===== src/core/adc_ctrl_pkg.sv =====
package adc_ctrl_pkg;
  // ------------------------------------------------------------
  // register word indices on the local register port
  // ------------------------------------------------------------
  localparam logic [3:0] OFS_CONTROL    = 4'h0;
  localparam logic [3:0] OFS_CFG_FIRST  = 4'h1;
  localparam logic [3:0] OFS_CFG_SECOND = 4'h4;
  localparam logic [3:0] OFS_DATA       = 4'h7;
  localparam logic [3:0] OFS_PRESCALER  = 4'ha;
  // ------------------------------------------------------------
  // control word fields
  // ------------------------------------------------------------
  localparam int START_LSB = 0;
  localparam int SE_LSB    = 4;
  localparam int BUSY_BIT  = 15;
  // ------------------------------------------------------------
  // first configuration word fields
  // ------------------------------------------------------------
  localparam int GAIN_LSB = 0;
  localparam int RES_LSB  = 5;
  localparam int CO_LSB   = 8;
  // ------------------------------------------------------------
  // second configuration word fields
  // ------------------------------------------------------------
  localparam int BIAS_LSB = 0;
  localparam int REF_LSB  = 4;
  // ------------------------------------------------------------
  // channels and reference sources
  // ------------------------------------------------------------
  localparam logic [1:0] CH_ONE  = 2'h0;
  localparam logic [1:0] CH_TWO  = 2'h1;
  localparam logic [1:0] CH_TEMP = 2'h2;
  localparam logic [1:0] REF_SUPPLY   = 2'h0;
  localparam logic [1:0] REF_EXTERNAL = 2'h1;
  localparam logic [1:0] REF_BANDGAP  = 2'h2;
  // ------------------------------------------------------------
  // converter timing
  // ------------------------------------------------------------
  localparam logic [9:0] PRESC_MIN   = 10'h004;
  localparam logic [9:0] PRESC_MAX   = 10'h200;
  localparam logic [4:0] RES_MIN_BITS = 5'h09;
  localparam logic [4:0] RES_FULL_BITS = 5'h10;
  // ------------------------------------------------------------
  // reset values
  // ------------------------------------------------------------
  localparam logic [15:0] CFG_RESET  = 16'h0000;
  localparam logic [15:0] DATA_RESET = 16'h0000;
  // ------------------------------------------------------------
  // sequencer states
  // ------------------------------------------------------------
  typedef enum logic [2:0] {
    ST_IDLE = 3'b001,
    ST_CONV = 3'b010,
    ST_DONE = 3'b100
  } conv_state_e;
endpackage : adc_ctrl_pkg


===== src/core/adc_ctrl.sv =====
`timescale 1ns/100ps
// Contract
// - writing a start bit of any channel to control begins a conversion
// - cpu clock is stopped for the whole conversion
// - all three start bits clear when conversion completes
// - result is latched into the converted channel's data register
// - cpu clock enable returns after latching and clearing
// - single-ended select field routes an input to channel one or two
// - some single-ended codes force fixed 0.7 gain, others use channel gain
// - per-channel 3-bit field selects 9 to 16 bit resolution
// - converter clocks per conversion grow with resolution
// - converter clock is system clock divided by 4 to 512
// - duration equals converter clocks per conversion over converter rate
// - coarse offset applies to differential and temperature channels
// - bias field selects fraction of bias; lower bias lengthens conversion
// - differential channels select supply, external or bandgap reference
// - temperature channel always uses bandgap reference
// - results are 16-bit two's complement
// - three channels, each with two config words and one data word
module adc_ctrl #(
  parameter logic [15:0] FIXED_GAIN_SE_MASK = 16'hff00
) (
  // clock and reset
  input  wire logic        core_clk,
  input  wire logic        rst,
  // register port
  input  wire logic [3:0]  reg_addr,
  input  wire logic [15:0] reg_wdata,
  input  wire logic        reg_wr,
  input  wire logic        reg_rd,
  output logic      [15:0] reg_rdata,
  // cpu clock gate
  output logic             cpu_clk_en,
  // modulator side
  output logic             adc_clk,
  output logic             mod_enable,
  output logic      [1:0]  mod_channel,
  output logic      [3:0]  mod_single_ended_select,
  output logic      [4:0]  mod_gain,
  output logic             mod_fixed_gain,
  output logic      [7:0]  mod_coarse_offset,
  output logic      [1:0]  mod_reference_select,
  output logic      [2:0]  mod_bias_fraction_select,
  input  wire logic        mod_bit
);

  // ------------------------------------------------------------
  // state
  // ------------------------------------------------------------
  typedef struct packed {
    adc_ctrl_pkg::conv_state_e st;
    logic [2:0]          start;
    logic [3:0]          se;
    // settings and results of all three channels
    logic [2:0][15:0]    cfg_a;
    logic [2:0][15:0]    cfg_b;
    logic [2:0][15:0]    data;
    logic [9:0]          div;
    logic [9:0]          div_cnt;
    logic                clk_out;
    logic [1:0]          ch;
    logic [4:0]          nbits;
    logic [17:0]         base;
    logic [17:0]         remain;
    logic signed [17:0]  acc;
    logic [15:0]         rdata;
  } state_s;

  state_s q_r;
  state_s q_nxt;

  // ------------------------------------------------------------
  // helpers
  // ------------------------------------------------------------
  // clip to the 16-bit two's complement range
  function automatic logic [15:0] sat16(input logic signed [17:0] v);
    if (v > 18'sh07fff)
      sat16 = 16'h7fff;
    else if (v < -18'sh08000)
      sat16 = 16'h8000;
    else
      sat16 = v[15:0];
  endfunction : sat16

  // lowest channel wins when several start bits are set
  function automatic logic [1:0] pick_channel(input logic [2:0] s);
    if (s[0])
      pick_channel = adc_ctrl_pkg::CH_ONE;
    else if (s[1])
      pick_channel = adc_ctrl_pkg::CH_TWO;
    else
      pick_channel = adc_ctrl_pkg::CH_TEMP;
  endfunction : pick_channel

  // divisors outside the legal range are pulled to the nearest end
  function automatic logic [9:0] clamp_div(input logic [15:0] w);
    if (w < 16'(adc_ctrl_pkg::PRESC_MIN))
      clamp_div = adc_ctrl_pkg::PRESC_MIN;
    else if (w > 16'(adc_ctrl_pkg::PRESC_MAX))
      clamp_div = adc_ctrl_pkg::PRESC_MAX;
    else
      clamp_div = w[9:0];
  endfunction : clamp_div

  // true when the word index lies in [lo, hi)
  function automatic logic in_window(input logic [3:0] a, input logic [3:0] lo, input logic [3:0] hi);
    in_window = (a >= lo) && (a < hi);
  endfunction : in_window

  // ------------------------------------------------------------
  // decode of the settings of the active channel
  // ------------------------------------------------------------
  logic [15:0] act_a;
  logic [15:0] act_b;
  logic [1:0]  ref_raw;
  logic        is_temp;

  always_comb
  begin
    act_a   = q_r.cfg_a[q_r.ch];
    act_b   = q_r.cfg_b[q_r.ch];
    is_temp = (q_r.ch == adc_ctrl_pkg::CH_TEMP);
    ref_raw = act_b[adc_ctrl_pkg::REF_LSB +: 2];
  end

  // ------------------------------------------------------------
  // next state
  // ------------------------------------------------------------
  logic              tick;
  logic [1:0]        new_ch;
  logic [15:0]       new_a;
  logic [15:0]       new_b;
  logic [4:0]        new_bits;
  logic [17:0]       new_base;
  logic [17:0]       new_total;
  logic signed [17:0] scaled;

  always_comb
  begin
    q_nxt     = q_r;
    new_ch    = pick_channel(reg_wdata[adc_ctrl_pkg::START_LSB +: 3]);
    new_a     = q_r.cfg_a[new_ch];
    new_b     = q_r.cfg_b[new_ch];
    new_bits  = adc_ctrl_pkg::RES_MIN_BITS + {2'h0, new_a[adc_ctrl_pkg::RES_LSB +: 3]};
    new_base  = 18'h00001 << new_bits;
    // lower bias lengthens the run
    // 18 bits hold the longest run: full resolution at the lowest bias
    new_total = new_base + 18'((new_base >> 2) * new_b[adc_ctrl_pkg::BIAS_LSB +: 3]);
    scaled    = q_r.acc <<< (adc_ctrl_pkg::RES_FULL_BITS - q_r.nbits);

    // ------------------------------------------------------------
    // converter clock divider
    // ------------------------------------------------------------
    // converter clock divider
    tick = (q_r.div_cnt == q_r.div - 10'h001);
    if (tick)
      q_nxt.div_cnt = 10'h000;
    else
      q_nxt.div_cnt = q_r.div_cnt + 10'h001;

    // ------------------------------------------------------------
    // register writes
    // ------------------------------------------------------------
    if (reg_wr)
    begin
      if (in_window(reg_addr, adc_ctrl_pkg::OFS_CFG_FIRST, adc_ctrl_pkg::OFS_CFG_SECOND))
        q_nxt.cfg_a[2'(reg_addr - adc_ctrl_pkg::OFS_CFG_FIRST)] = reg_wdata;
      if (in_window(reg_addr, adc_ctrl_pkg::OFS_CFG_SECOND, adc_ctrl_pkg::OFS_DATA))
        q_nxt.cfg_b[2'(reg_addr - adc_ctrl_pkg::OFS_CFG_SECOND)] = reg_wdata;
      if (reg_addr == adc_ctrl_pkg::OFS_PRESCALER)
      begin
        // restart the divider so the new rate starts on a clean phase
        q_nxt.div     = clamp_div(reg_wdata);
        q_nxt.div_cnt = 10'h000;
      end
    end
    // high phase follows the final count and divisor, so a rate change
    // cuts only a low phase short; a high pulse lasts div >> 1 core cycles, longer when a rate write lands inside it
    q_nxt.clk_out = (q_nxt.div_cnt < (q_nxt.div >> 1));

    // ------------------------------------------------------------
    // conversion sequencer
    // ------------------------------------------------------------
    unique case (q_r.st)
      adc_ctrl_pkg::ST_IDLE:
      begin
        // start on any set start bit
        if (reg_wr && reg_addr == adc_ctrl_pkg::OFS_CONTROL)
        begin
          q_nxt.start = reg_wdata[adc_ctrl_pkg::START_LSB +: 3];
          q_nxt.se    = reg_wdata[adc_ctrl_pkg::SE_LSB +: 4];
          if (|reg_wdata[adc_ctrl_pkg::START_LSB +: 3])
          begin
            q_nxt.st     = adc_ctrl_pkg::ST_CONV;
            q_nxt.ch     = new_ch;
            q_nxt.nbits  = new_bits;
            q_nxt.base   = new_base;
            q_nxt.remain = new_total;
            q_nxt.acc    = 18'sh00000;
          end
        end
      end
      adc_ctrl_pkg::ST_CONV:
      begin
        if (tick)
        begin
          // only the last base ticks integrate; earlier ticks let the loop settle
          if (q_r.remain <= q_r.base)
            q_nxt.acc = mod_bit ? q_r.acc + 18'sh00001 : q_r.acc - 18'sh00001;
          q_nxt.remain = q_r.remain - 18'h00001;
          if (q_r.remain == 18'h00001)
            q_nxt.st = adc_ctrl_pkg::ST_DONE;
        end
      end
      adc_ctrl_pkg::ST_DONE:
      begin
        q_nxt.data[q_r.ch] = sat16(scaled);
        q_nxt.start = 3'h0;
        q_nxt.st    = adc_ctrl_pkg::ST_IDLE;
      end
    endcase

    // ------------------------------------------------------------
    // register reads
    // ------------------------------------------------------------
    // data stand only in the cycle after the strobe
    q_nxt.rdata = 16'h0000;
    if (reg_rd)
    begin
      if (reg_addr == adc_ctrl_pkg::OFS_CONTROL)
        q_nxt.rdata = {(q_r.st != adc_ctrl_pkg::ST_IDLE), 7'h00, q_r.se, 1'b0, q_r.start};
      else if (in_window(reg_addr, adc_ctrl_pkg::OFS_CFG_FIRST, adc_ctrl_pkg::OFS_CFG_SECOND))
        q_nxt.rdata = q_r.cfg_a[2'(reg_addr - adc_ctrl_pkg::OFS_CFG_FIRST)];
      else if (in_window(reg_addr, adc_ctrl_pkg::OFS_CFG_SECOND, adc_ctrl_pkg::OFS_DATA))
        q_nxt.rdata = q_r.cfg_b[2'(reg_addr - adc_ctrl_pkg::OFS_CFG_SECOND)];
      else if (in_window(reg_addr, adc_ctrl_pkg::OFS_DATA, adc_ctrl_pkg::OFS_PRESCALER))
        q_nxt.rdata = q_r.data[2'(reg_addr - adc_ctrl_pkg::OFS_DATA)];
      else if (reg_addr == adc_ctrl_pkg::OFS_PRESCALER)
        q_nxt.rdata = {6'h00, q_r.div};
    end
  end

  // ------------------------------------------------------------
  // registers
  // ------------------------------------------------------------
  always_ff @(posedge core_clk or posedge rst)
  begin
    if (rst)
    begin
      q_r.st      <= adc_ctrl_pkg::ST_IDLE;
      q_r.start   <= 3'h0;
      q_r.se      <= 4'h0;
      q_r.cfg_a   <= {3{adc_ctrl_pkg::CFG_RESET}};
      q_r.cfg_b   <= {3{adc_ctrl_pkg::CFG_RESET}};
      q_r.data    <= {3{adc_ctrl_pkg::DATA_RESET}};
      q_r.div     <= adc_ctrl_pkg::PRESC_MIN;
      q_r.div_cnt <= 10'h000;
      q_r.clk_out <= 1'b1;
      q_r.ch      <= adc_ctrl_pkg::CH_ONE;
      q_r.nbits   <= adc_ctrl_pkg::RES_MIN_BITS;
      q_r.base    <= 18'h00000;
      q_r.remain  <= 18'h00000;
      q_r.acc     <= 18'sh00000;
      q_r.rdata   <= 16'h0000;
    end
    else
    begin
      q_r <= q_nxt;
    end
  end

  // ------------------------------------------------------------
  // outputs
  // ------------------------------------------------------------
  // cpu clock held off until back in idle
  assign cpu_clk_en  = (q_r.st == adc_ctrl_pkg::ST_IDLE);
  assign reg_rdata   = q_r.rdata;
  assign adc_clk     = q_r.clk_out;
  assign mod_enable  = (q_r.st == adc_ctrl_pkg::ST_CONV);
  // mode outputs follow the channel flop and hold after the run
  assign mod_channel = q_r.ch;
  // single-ended routing only on channels one and two
  assign mod_single_ended_select = is_temp ? 4'h0 : q_r.se;
  assign mod_gain    = act_a[adc_ctrl_pkg::GAIN_LSB +: 5];
  // fixed gain for marked single-ended codes
  assign mod_fixed_gain = !is_temp && (q_r.se != 4'h0) && FIXED_GAIN_SE_MASK[q_r.se];
  assign mod_coarse_offset = act_a[adc_ctrl_pkg::CO_LSB +: 8];
  // reference choice, forced bandgap for temperature
  assign mod_reference_select = (is_temp || ref_raw == 2'h3) ? adc_ctrl_pkg::REF_BANDGAP : ref_raw;
  assign mod_bias_fraction_select = act_b[adc_ctrl_pkg::BIAS_LSB +: 3];

endmodule : adc_ctrl


===== config.mk =====
export PLATFORM = sky130hd
export DESIGN_NAME = adc_ctrl
export DESIGN_NICKNAME = d
export VERILOG_FILES = /design/src/core/adc_ctrl_pkg.sv /design/src/core/adc_ctrl.sv
export SDC_FILE = /design/constraint.sdc
export NUM_CORES = 1
export LEC_CHECK = 0
export BUFFER_PORTS_ARGS = -buffer_cell sky130_fd_sc_hd__buf_2
export CORE_MARGIN = 8
export CORE_UTILIZATION = 55
export DETAILED_ROUTE_END_ITERATION = 12
export GPL_ROUTABILITY_DRIVEN = 0
export HOLD_SLACK_MARGIN = 0.06
export PLACE_DENSITY = 0.71
export SLEW_MARGIN = 20
export SYNTH_ARGS = -nofsm -noshare
export SYNTH_HDL_FRONTEND = slang
export SYNTH_SLANG_ARGS = --single-unit

===== constraint.sdc =====
create_clock -name core_clk -period 10.2 [get_ports core_clk]
set_input_delay 0.51 -clock core_clk [delete_from_list [all_inputs] [get_ports core_clk]]
set_output_delay 0.51 -clock core_clk [all_outputs]
set_load 0.01 [all_outputs]

* Yosys cells after proc, flatten, opt, wreduce, memory -nomap -nowiden
Memories as Yosys holds them, arrays and structs flattened.
Cells that the tools add are included.
** Storage, ports and cells
- Bits in registers :: 252
- Bits in read-only memories :: 16
- Output and inout port bits :: 44
- Word-level logic and storage cells :: 151
- Memories kept :: 1
** Memories
- (no name shown) :: words 16, width 1, read ports 1, clocked after Yosys merged registers in 0, write ports 0, RTL line adc_ctrl.sv:286 : assign mod_fixed_gain = !is_temp && (q_r.se != 4'h0) && FIXED_GAIN_SE_MASK[q_r.se];
** Cells by class
- Add/subtract/negate cells :: 11
- $mul :: 1
- $lt $le $gt $ge :: 21
- Eq/ne operators :: 14
- Shift operators :: 2
- Muxes and demuxes :: 54
- Reduce and logical (&&, ||, !) cells :: 25
** Operators by type and width (number)
- $mux W16 :: 15
- $bmux W16 S2 :: 7
- $bwmux W48 :: 3
- $mux W36 :: 3
- $demux W16 S2 :: 3
- $pmux W36 S2 :: 1
- $mux W10 :: 5
- $mux W20 :: 2
- $mux W18 :: 2
- $add A18 B18 Y18 :: 1
- $add A18 B2 Y18 const B :: 1
- $eq A18 B1 Y1 const B :: 1
- $gt A18 B16 Y1 const B :: 1
- $le A18 B18 Y1 :: 1
- $lt A18 B16 Y1 const B :: 1
- $mul A16 B3 Y18 :: 1
- $shl A1 B5 Y18 const A :: 1
- $sshl A18 B5 Y18 :: 1
- $sub A18 B1 Y18 const B :: 1
- $sub A18 B2 Y18 const B :: 1
- $gt A16 B10 Y1 const B :: 1
- $lt A16 B3 Y1 const B :: 1
- $lt A2 B3 Y1 const B :: 5
- $mux W3 :: 4
- 39 further kinds :: 65

* Logic depth before layout (Yosys ltp)
- Word-level depth :: 11
- Mapped depth :: 22

* Worst setup path before layout
OpenSTA, ideal clock, no wires.
- Kind :: input -> register
- Start point :: input reg_wdata[1]
- End point :: register q_r[51] in the netlist's numbering
- Arrival time :: 5565 ps
- Data required time :: 10064 ps
- Slack :: 4499 ps
- Stages :: 21
- Buffers on the path :: 1
- Cell sequence :: buf_2 mux2_2 mux2i_1 inv_1 ha_1 ha_1 nor2_1 nand3_1 or2_2 fa_1 inv_1 fa_1 fa_1 a21oi_1 o21a_1 o21ai_0 o41ai_1 o21a_1 and4b_1 a211oi_1 o211ai_1
** Between the ends
- Cells in the longest elaborated chain, start to end :: 11
- Elaborated cells on any way between the ends :: 16
** RTL lines
- start: declaration :: RTL line adc_ctrl.sv:28 : input wire logic [15:0] reg_wdata,
- $mux W2 (*) :: RTL line adc_ctrl.sv:89 : else if (s[1])
- $mux W2 (*) :: RTL line adc_ctrl.sv:87 : if (s[0])
- $bmux W16 S2 (*) :: RTL line adc_ctrl.sv:142 : new_a = q_r.cfg_a[new_ch];
- $mux W8 (not written as such) (*) :: RTL line adc_ctrl.sv:142
- $add A4 B3 Y5 (*) :: RTL line adc_ctrl.sv:144 : new_bits = adc_ctrl_pkg::RES_MIN_BITS + {2'h0, new_a[adc_ctrl_pkg::RES_LSB +: 3]};
- via new_bits[0] :: RTL line adc_ctrl.sv:133 : logic [4:0] new_bits;
- $shl A1 B5 Y18 (*) :: RTL line adc_ctrl.sv:145 : new_base = 18'h00001 << new_bits;
- $mul A16 B3 Y18 :: RTL line adc_ctrl.sv:148 : new_total = new_base + 18'((new_base >> 2) * new_b[adc_ctrl_pkg::BIAS_LSB +: 3]);
- $add A18 B18 Y18 (*) :: RTL line adc_ctrl.sv:148
- $mux W36 (*) :: RTL line adc_ctrl.sv:192 : if (|reg_wdata[adc_ctrl_pkg::START_LSB +: 3])
- $mux W36 (*) :: RTL line adc_ctrl.sv:188 : if (reg_wr && reg_addr == adc_ctrl_pkg::OFS_CONTROL)
- $pmux W36 S2 (*) :: RTL line adc_ctrl.sv:184 : unique case (q_r.st)
- end signal: assignment :: RTL line adc_ctrl.sv:268 : q_r <= q_nxt;
- end: declaration :: RTL line adc_ctrl.sv:69 : state_s q_r;
Mark *: on every way through the listed nets, which the timed path passes. The rest lies on a longest branch. The select of a mux whose other input is x is not followed.
A chain may end at the register's enable or synchronous reset.

* Worst setup path after layout
- Start point :: register q_r[215] in the netlist's numbering
- End point :: register q_r[50] in the netlist's numbering
** Between the ends
- Cells in the longest elaborated chain, start to end :: 9
** RTL lines (RTL line)
- $bmux W16 S2 (*) :: adc_ctrl.sv:142
- $mux W8 (not written as such) (*) :: adc_ctrl.sv:142
- $add A4 B3 Y5 (*) :: adc_ctrl.sv:144
- via new_bits[0] :: adc_ctrl.sv:133
- $shl A1 B5 Y18 (*) :: adc_ctrl.sv:145
- $mul A16 B3 Y18 :: adc_ctrl.sv:148
- $add A18 B18 Y18 (*) :: adc_ctrl.sv:148
- $mux W36 (*) :: adc_ctrl.sv:192
- $mux W36 (*) :: adc_ctrl.sv:188
- $pmux W36 S2 (*) :: adc_ctrl.sv:184
Marks and branches as above.

==> impl_metrics.yaml <==
synth:
  synth_seq_area_share: 0.3798
  synthArstFlopShare: 1.000
  ys_warn_count: 0
  cell_with_the_most_instances_after_synthesis: "sky130_fd_sc_hd__dfrtp_1"
  synth.ff_latch_count: 252
  synth.top_cells.by_area: "sky130_fd_sc_hd__dfrtp_1 37%, sky130_fd_sc_hd__mux2_2 8.3%, sky130_fd_sc_hd__ha_1 5.9%"
  synthesis.nets: 1875
  synth_edf_count: 0
  dominantRegCellSynth: "sky130_fd_sc_hd__dfrtp_1"
  syn-instance-count: 1741
  most_frequent_cells_after_synthesis: "247 x sky130_fd_sc_hd__dfrtp_1, 178 x sky130_fd_sc_hd__nor2_1, 136 x sky130_fd_sc_hd__o21ai_0, 130 x sky130_fd_sc_hd__nand2_1, 122 x sky130_fd_sc_hd__mux2_2"
  mappedNetlistArea_um2: 16620
  post-synth-top-area-cell: "sky130_fd_sc_hd__dfrtp_1"
  post_synth.cell_area_avg_um2: 9.547
  synth_cell_type_count: 84
  share_of_yosys_cell_area_claimed_by_the_top_area_cell_type: 0.3718
cts:
  cts_num_sinks: 252
  cts_tree: "built"
  clock_path_buffers: 3
  clock_latency_ps: 560
  clkTransAtPathRegs_ps: 60
  cts.repair_timing.setup_buffer_count: 0
  cts-buffers-inserted: 29
  resize_count_post_cts: 0
  cts.htree.levels: 1
  cts-root-buf: "sky130_fd_sc_hd__clkbuf_16"
  cts-hold-fix-buffers: 0
sta:
  setup_tns_ps: 0
  grt_setup_unrepaired: "no"
  hold_slack_ps: 121.7
  worst_pin_slew_ps: 1180
  finalMaxSlewViolations: 0
  clock-skew-final_ps: 25.41
  postLayoutSetupSlackWorst_ps: 4167
  hold_viol_final: 0
  fin_crit_ps: 6033
  max_clock_freq_mhz: 165.7
  finalSetupViolations: 0
  min_period_over_period: 0.5915
  max_slew_margin: 0.2106
final_layout:
  finish.cell_count_without_fillers: 2166
  nNetsFinal: 1887
  finish.utilization: 0.6086
  multi_input_comb_area_um2: 9331
  design_area_um2: 18080
  area_growth_syn_to_layout_pct: 8.799
  layout_cell_share_with_drive_strength_beyond_1: 0.1780
  sequential_cell_area_um2: 6312
  fillCellCount: 2466
worst_setup_path:
  setup.worst_path.start_class: "flop"
  critPathKind: "reg2reg"
  ff2ff_setup_slack_ps: 4170
  worstPathRequired_ps: 10630
  worstPathMaxFanout: 6
  timing.critical_path.arrival_ps: 6470
  worstSetupEndpointType: "flop"
global_routing:
  grt_pass1_vias: 13171
  groute.usage.overall: 0.2400
  antenna_found_initial: 3
  gr-total-overflow: 0
  grt_first_pass_wirelength_mm: 70.84
  maximum_number_of_pins_on_one_net_before_global_route_repair: 120
floorplanning:
  die-height_um: 189.8
  die_x_um: 189.8
  die_area_um2: 36040
  design.portCount: 69
  std_cell_rows: 63
  initial_core_util: 0.5593
  core-area_um2: 29720
pwr:
  power_mw: 2.944
  leakagePower_nw: 8.485
  pwr-share-clk: 0.363
  p_switching_uw: 915.9
  part_of_the_power_in_registers: 0.409
  power_frac_comb: 0.229
  worst_ir_drop_vdd_v: 0.0001277
  power_per_cell_area_nw_per_um2: 162.8
  internal-power_mw: 2.028
  power_switching_share: 0.3111
run:
  maxCapViolations: 0
drt:
  drt_pre_antenna_iters: 5
  detail_route.wl_per_cell_um: 20.07
  postRouteAntennaNets: 0
  drt-initial-drc-count: 1118
  drc_errors: 0
  vias: 13176
  route.final.wire_length_mm: 43.47
  post_drt_via_cell_ratio: 6.083
placed_design:
  final_hpwl_from_detailed_placement_mm: 30.11
  dp.cells: 2112
  place_ws_ps: 3733
  buffer_ports.inserted: 68
  post_dp_cell_area_um2: 17090
hold_path:
  min_path_type: "in2async"
status:
  outcome: "completed"
flip-flops by register name (all words and copies together) (netlist names):
name         flops
q_r            233
adc_clk          1
reg_rdata       16
mod_channel      2
cell type report:
cell class                 count  share of cell area
antenna                        1           0.0001384
clock buffer                  42             0.04725
clock inverter                11            0.007126
inverter                     119             0.02511
multi-input combinational   1260              0.5160
sequential                   252              0.3490
tap                          390             0.02698
timing repair buffer          91             0.02837
layout by cell type (no fill, tap or decap), drive strengths merged, types with 18 or more instances in the layout:
cell type    n
mux2       124
nor3        34
a21oi      118
buf         91
o22a        21
ha          78
fa          31
nand3       27
nor2       179
xnor2       27
nor2b       19
o21ai      140
dfrtp      247
mux2i       92
inv        121
xor2        18
clkbuf      42
nand2      130
final timing paths:
path | start | to | cells after the start
max | q_r[215] | q_r[50] | 20
min | rst | q_r[85] | 2
max reg2reg | q_r[215] | q_r[50] | 20
min reg2reg | q_r[124] | q_r[124] | 2
max in group asynchronous | rst | q_r[112] | 3
min in group core_clk | reg_wdata[10] | q_r[236] | 2
worst max-delay path: stages (launching register included):
cell and delay, ps:
sky130_fd_sc_hd__dfrtp_1 400, sky130_fd_sc_hd__mux2_2 270, sky130_fd_sc_hd__mux2i_1 310, sky130_fd_sc_hd__inv_1 160
sky130_fd_sc_hd__ha_1 230, sky130_fd_sc_hd__ha_1 350, sky130_fd_sc_hd__nor2_1 210, sky130_fd_sc_hd__nand3_1 220
sky130_fd_sc_hd__or2_2 400, sky130_fd_sc_hd__fa_1 520, sky130_fd_sc_hd__inv_1 60, sky130_fd_sc_hd__fa_1 510
sky130_fd_sc_hd__ha_1 310, sky130_fd_sc_hd__a21o_1 150, sky130_fd_sc_hd__a21oi_1 280, sky130_fd_sc_hd__o21ai_0 190
sky130_fd_sc_hd__a31oi_1 330, sky130_fd_sc_hd__o21ai_0 260, sky130_fd_sc_hd__o41ai_1 430, sky130_fd_sc_hd__mux2i_1 230
sky130_fd_sc_hd__o21ai_1 70
metal layers:
metal / vias up / routed length (um) / track usage / part of all wire
li1: 6138 / - / - / -
met1: 6569 / 18810 / 0.3160 / 0.43
met2: 381 / 20910 / 0.4004 / 0.48
met4: 4 / 1126 / 0.08238 / 0.026
met5: - / 24 / 0 / 0.00055
met3: 84 / 2597 / 0.03570 / 0.060
kinds of logic after synthesis:
kind of cell	Yosys count	share of synthesized area
multiplexers	231	0.1597
XOR/XNOR	45	0.02416
adder cells (fa/ha/maj)	109	0.09605
AND/OR/NAND/NOR	474	0.1326
AO/OA/AOI/OAI	401	0.1475
flip-flops	252	0.3798
buffers and inverters	229	0.06014
power by group through the flow:
stage	registers [mW]	clock network (mW)	logic [mW]
floorplan	1.19	0	0.500
global placement	1.21	0	0.643
detailed placement	1.22	0	0.666
CTS	1.20	1.08	0.674
global route	1.22	1.12	0.750
finish	1.20	1.07	0.673
No activity file was read; power rests on OpenSTA's default activity.
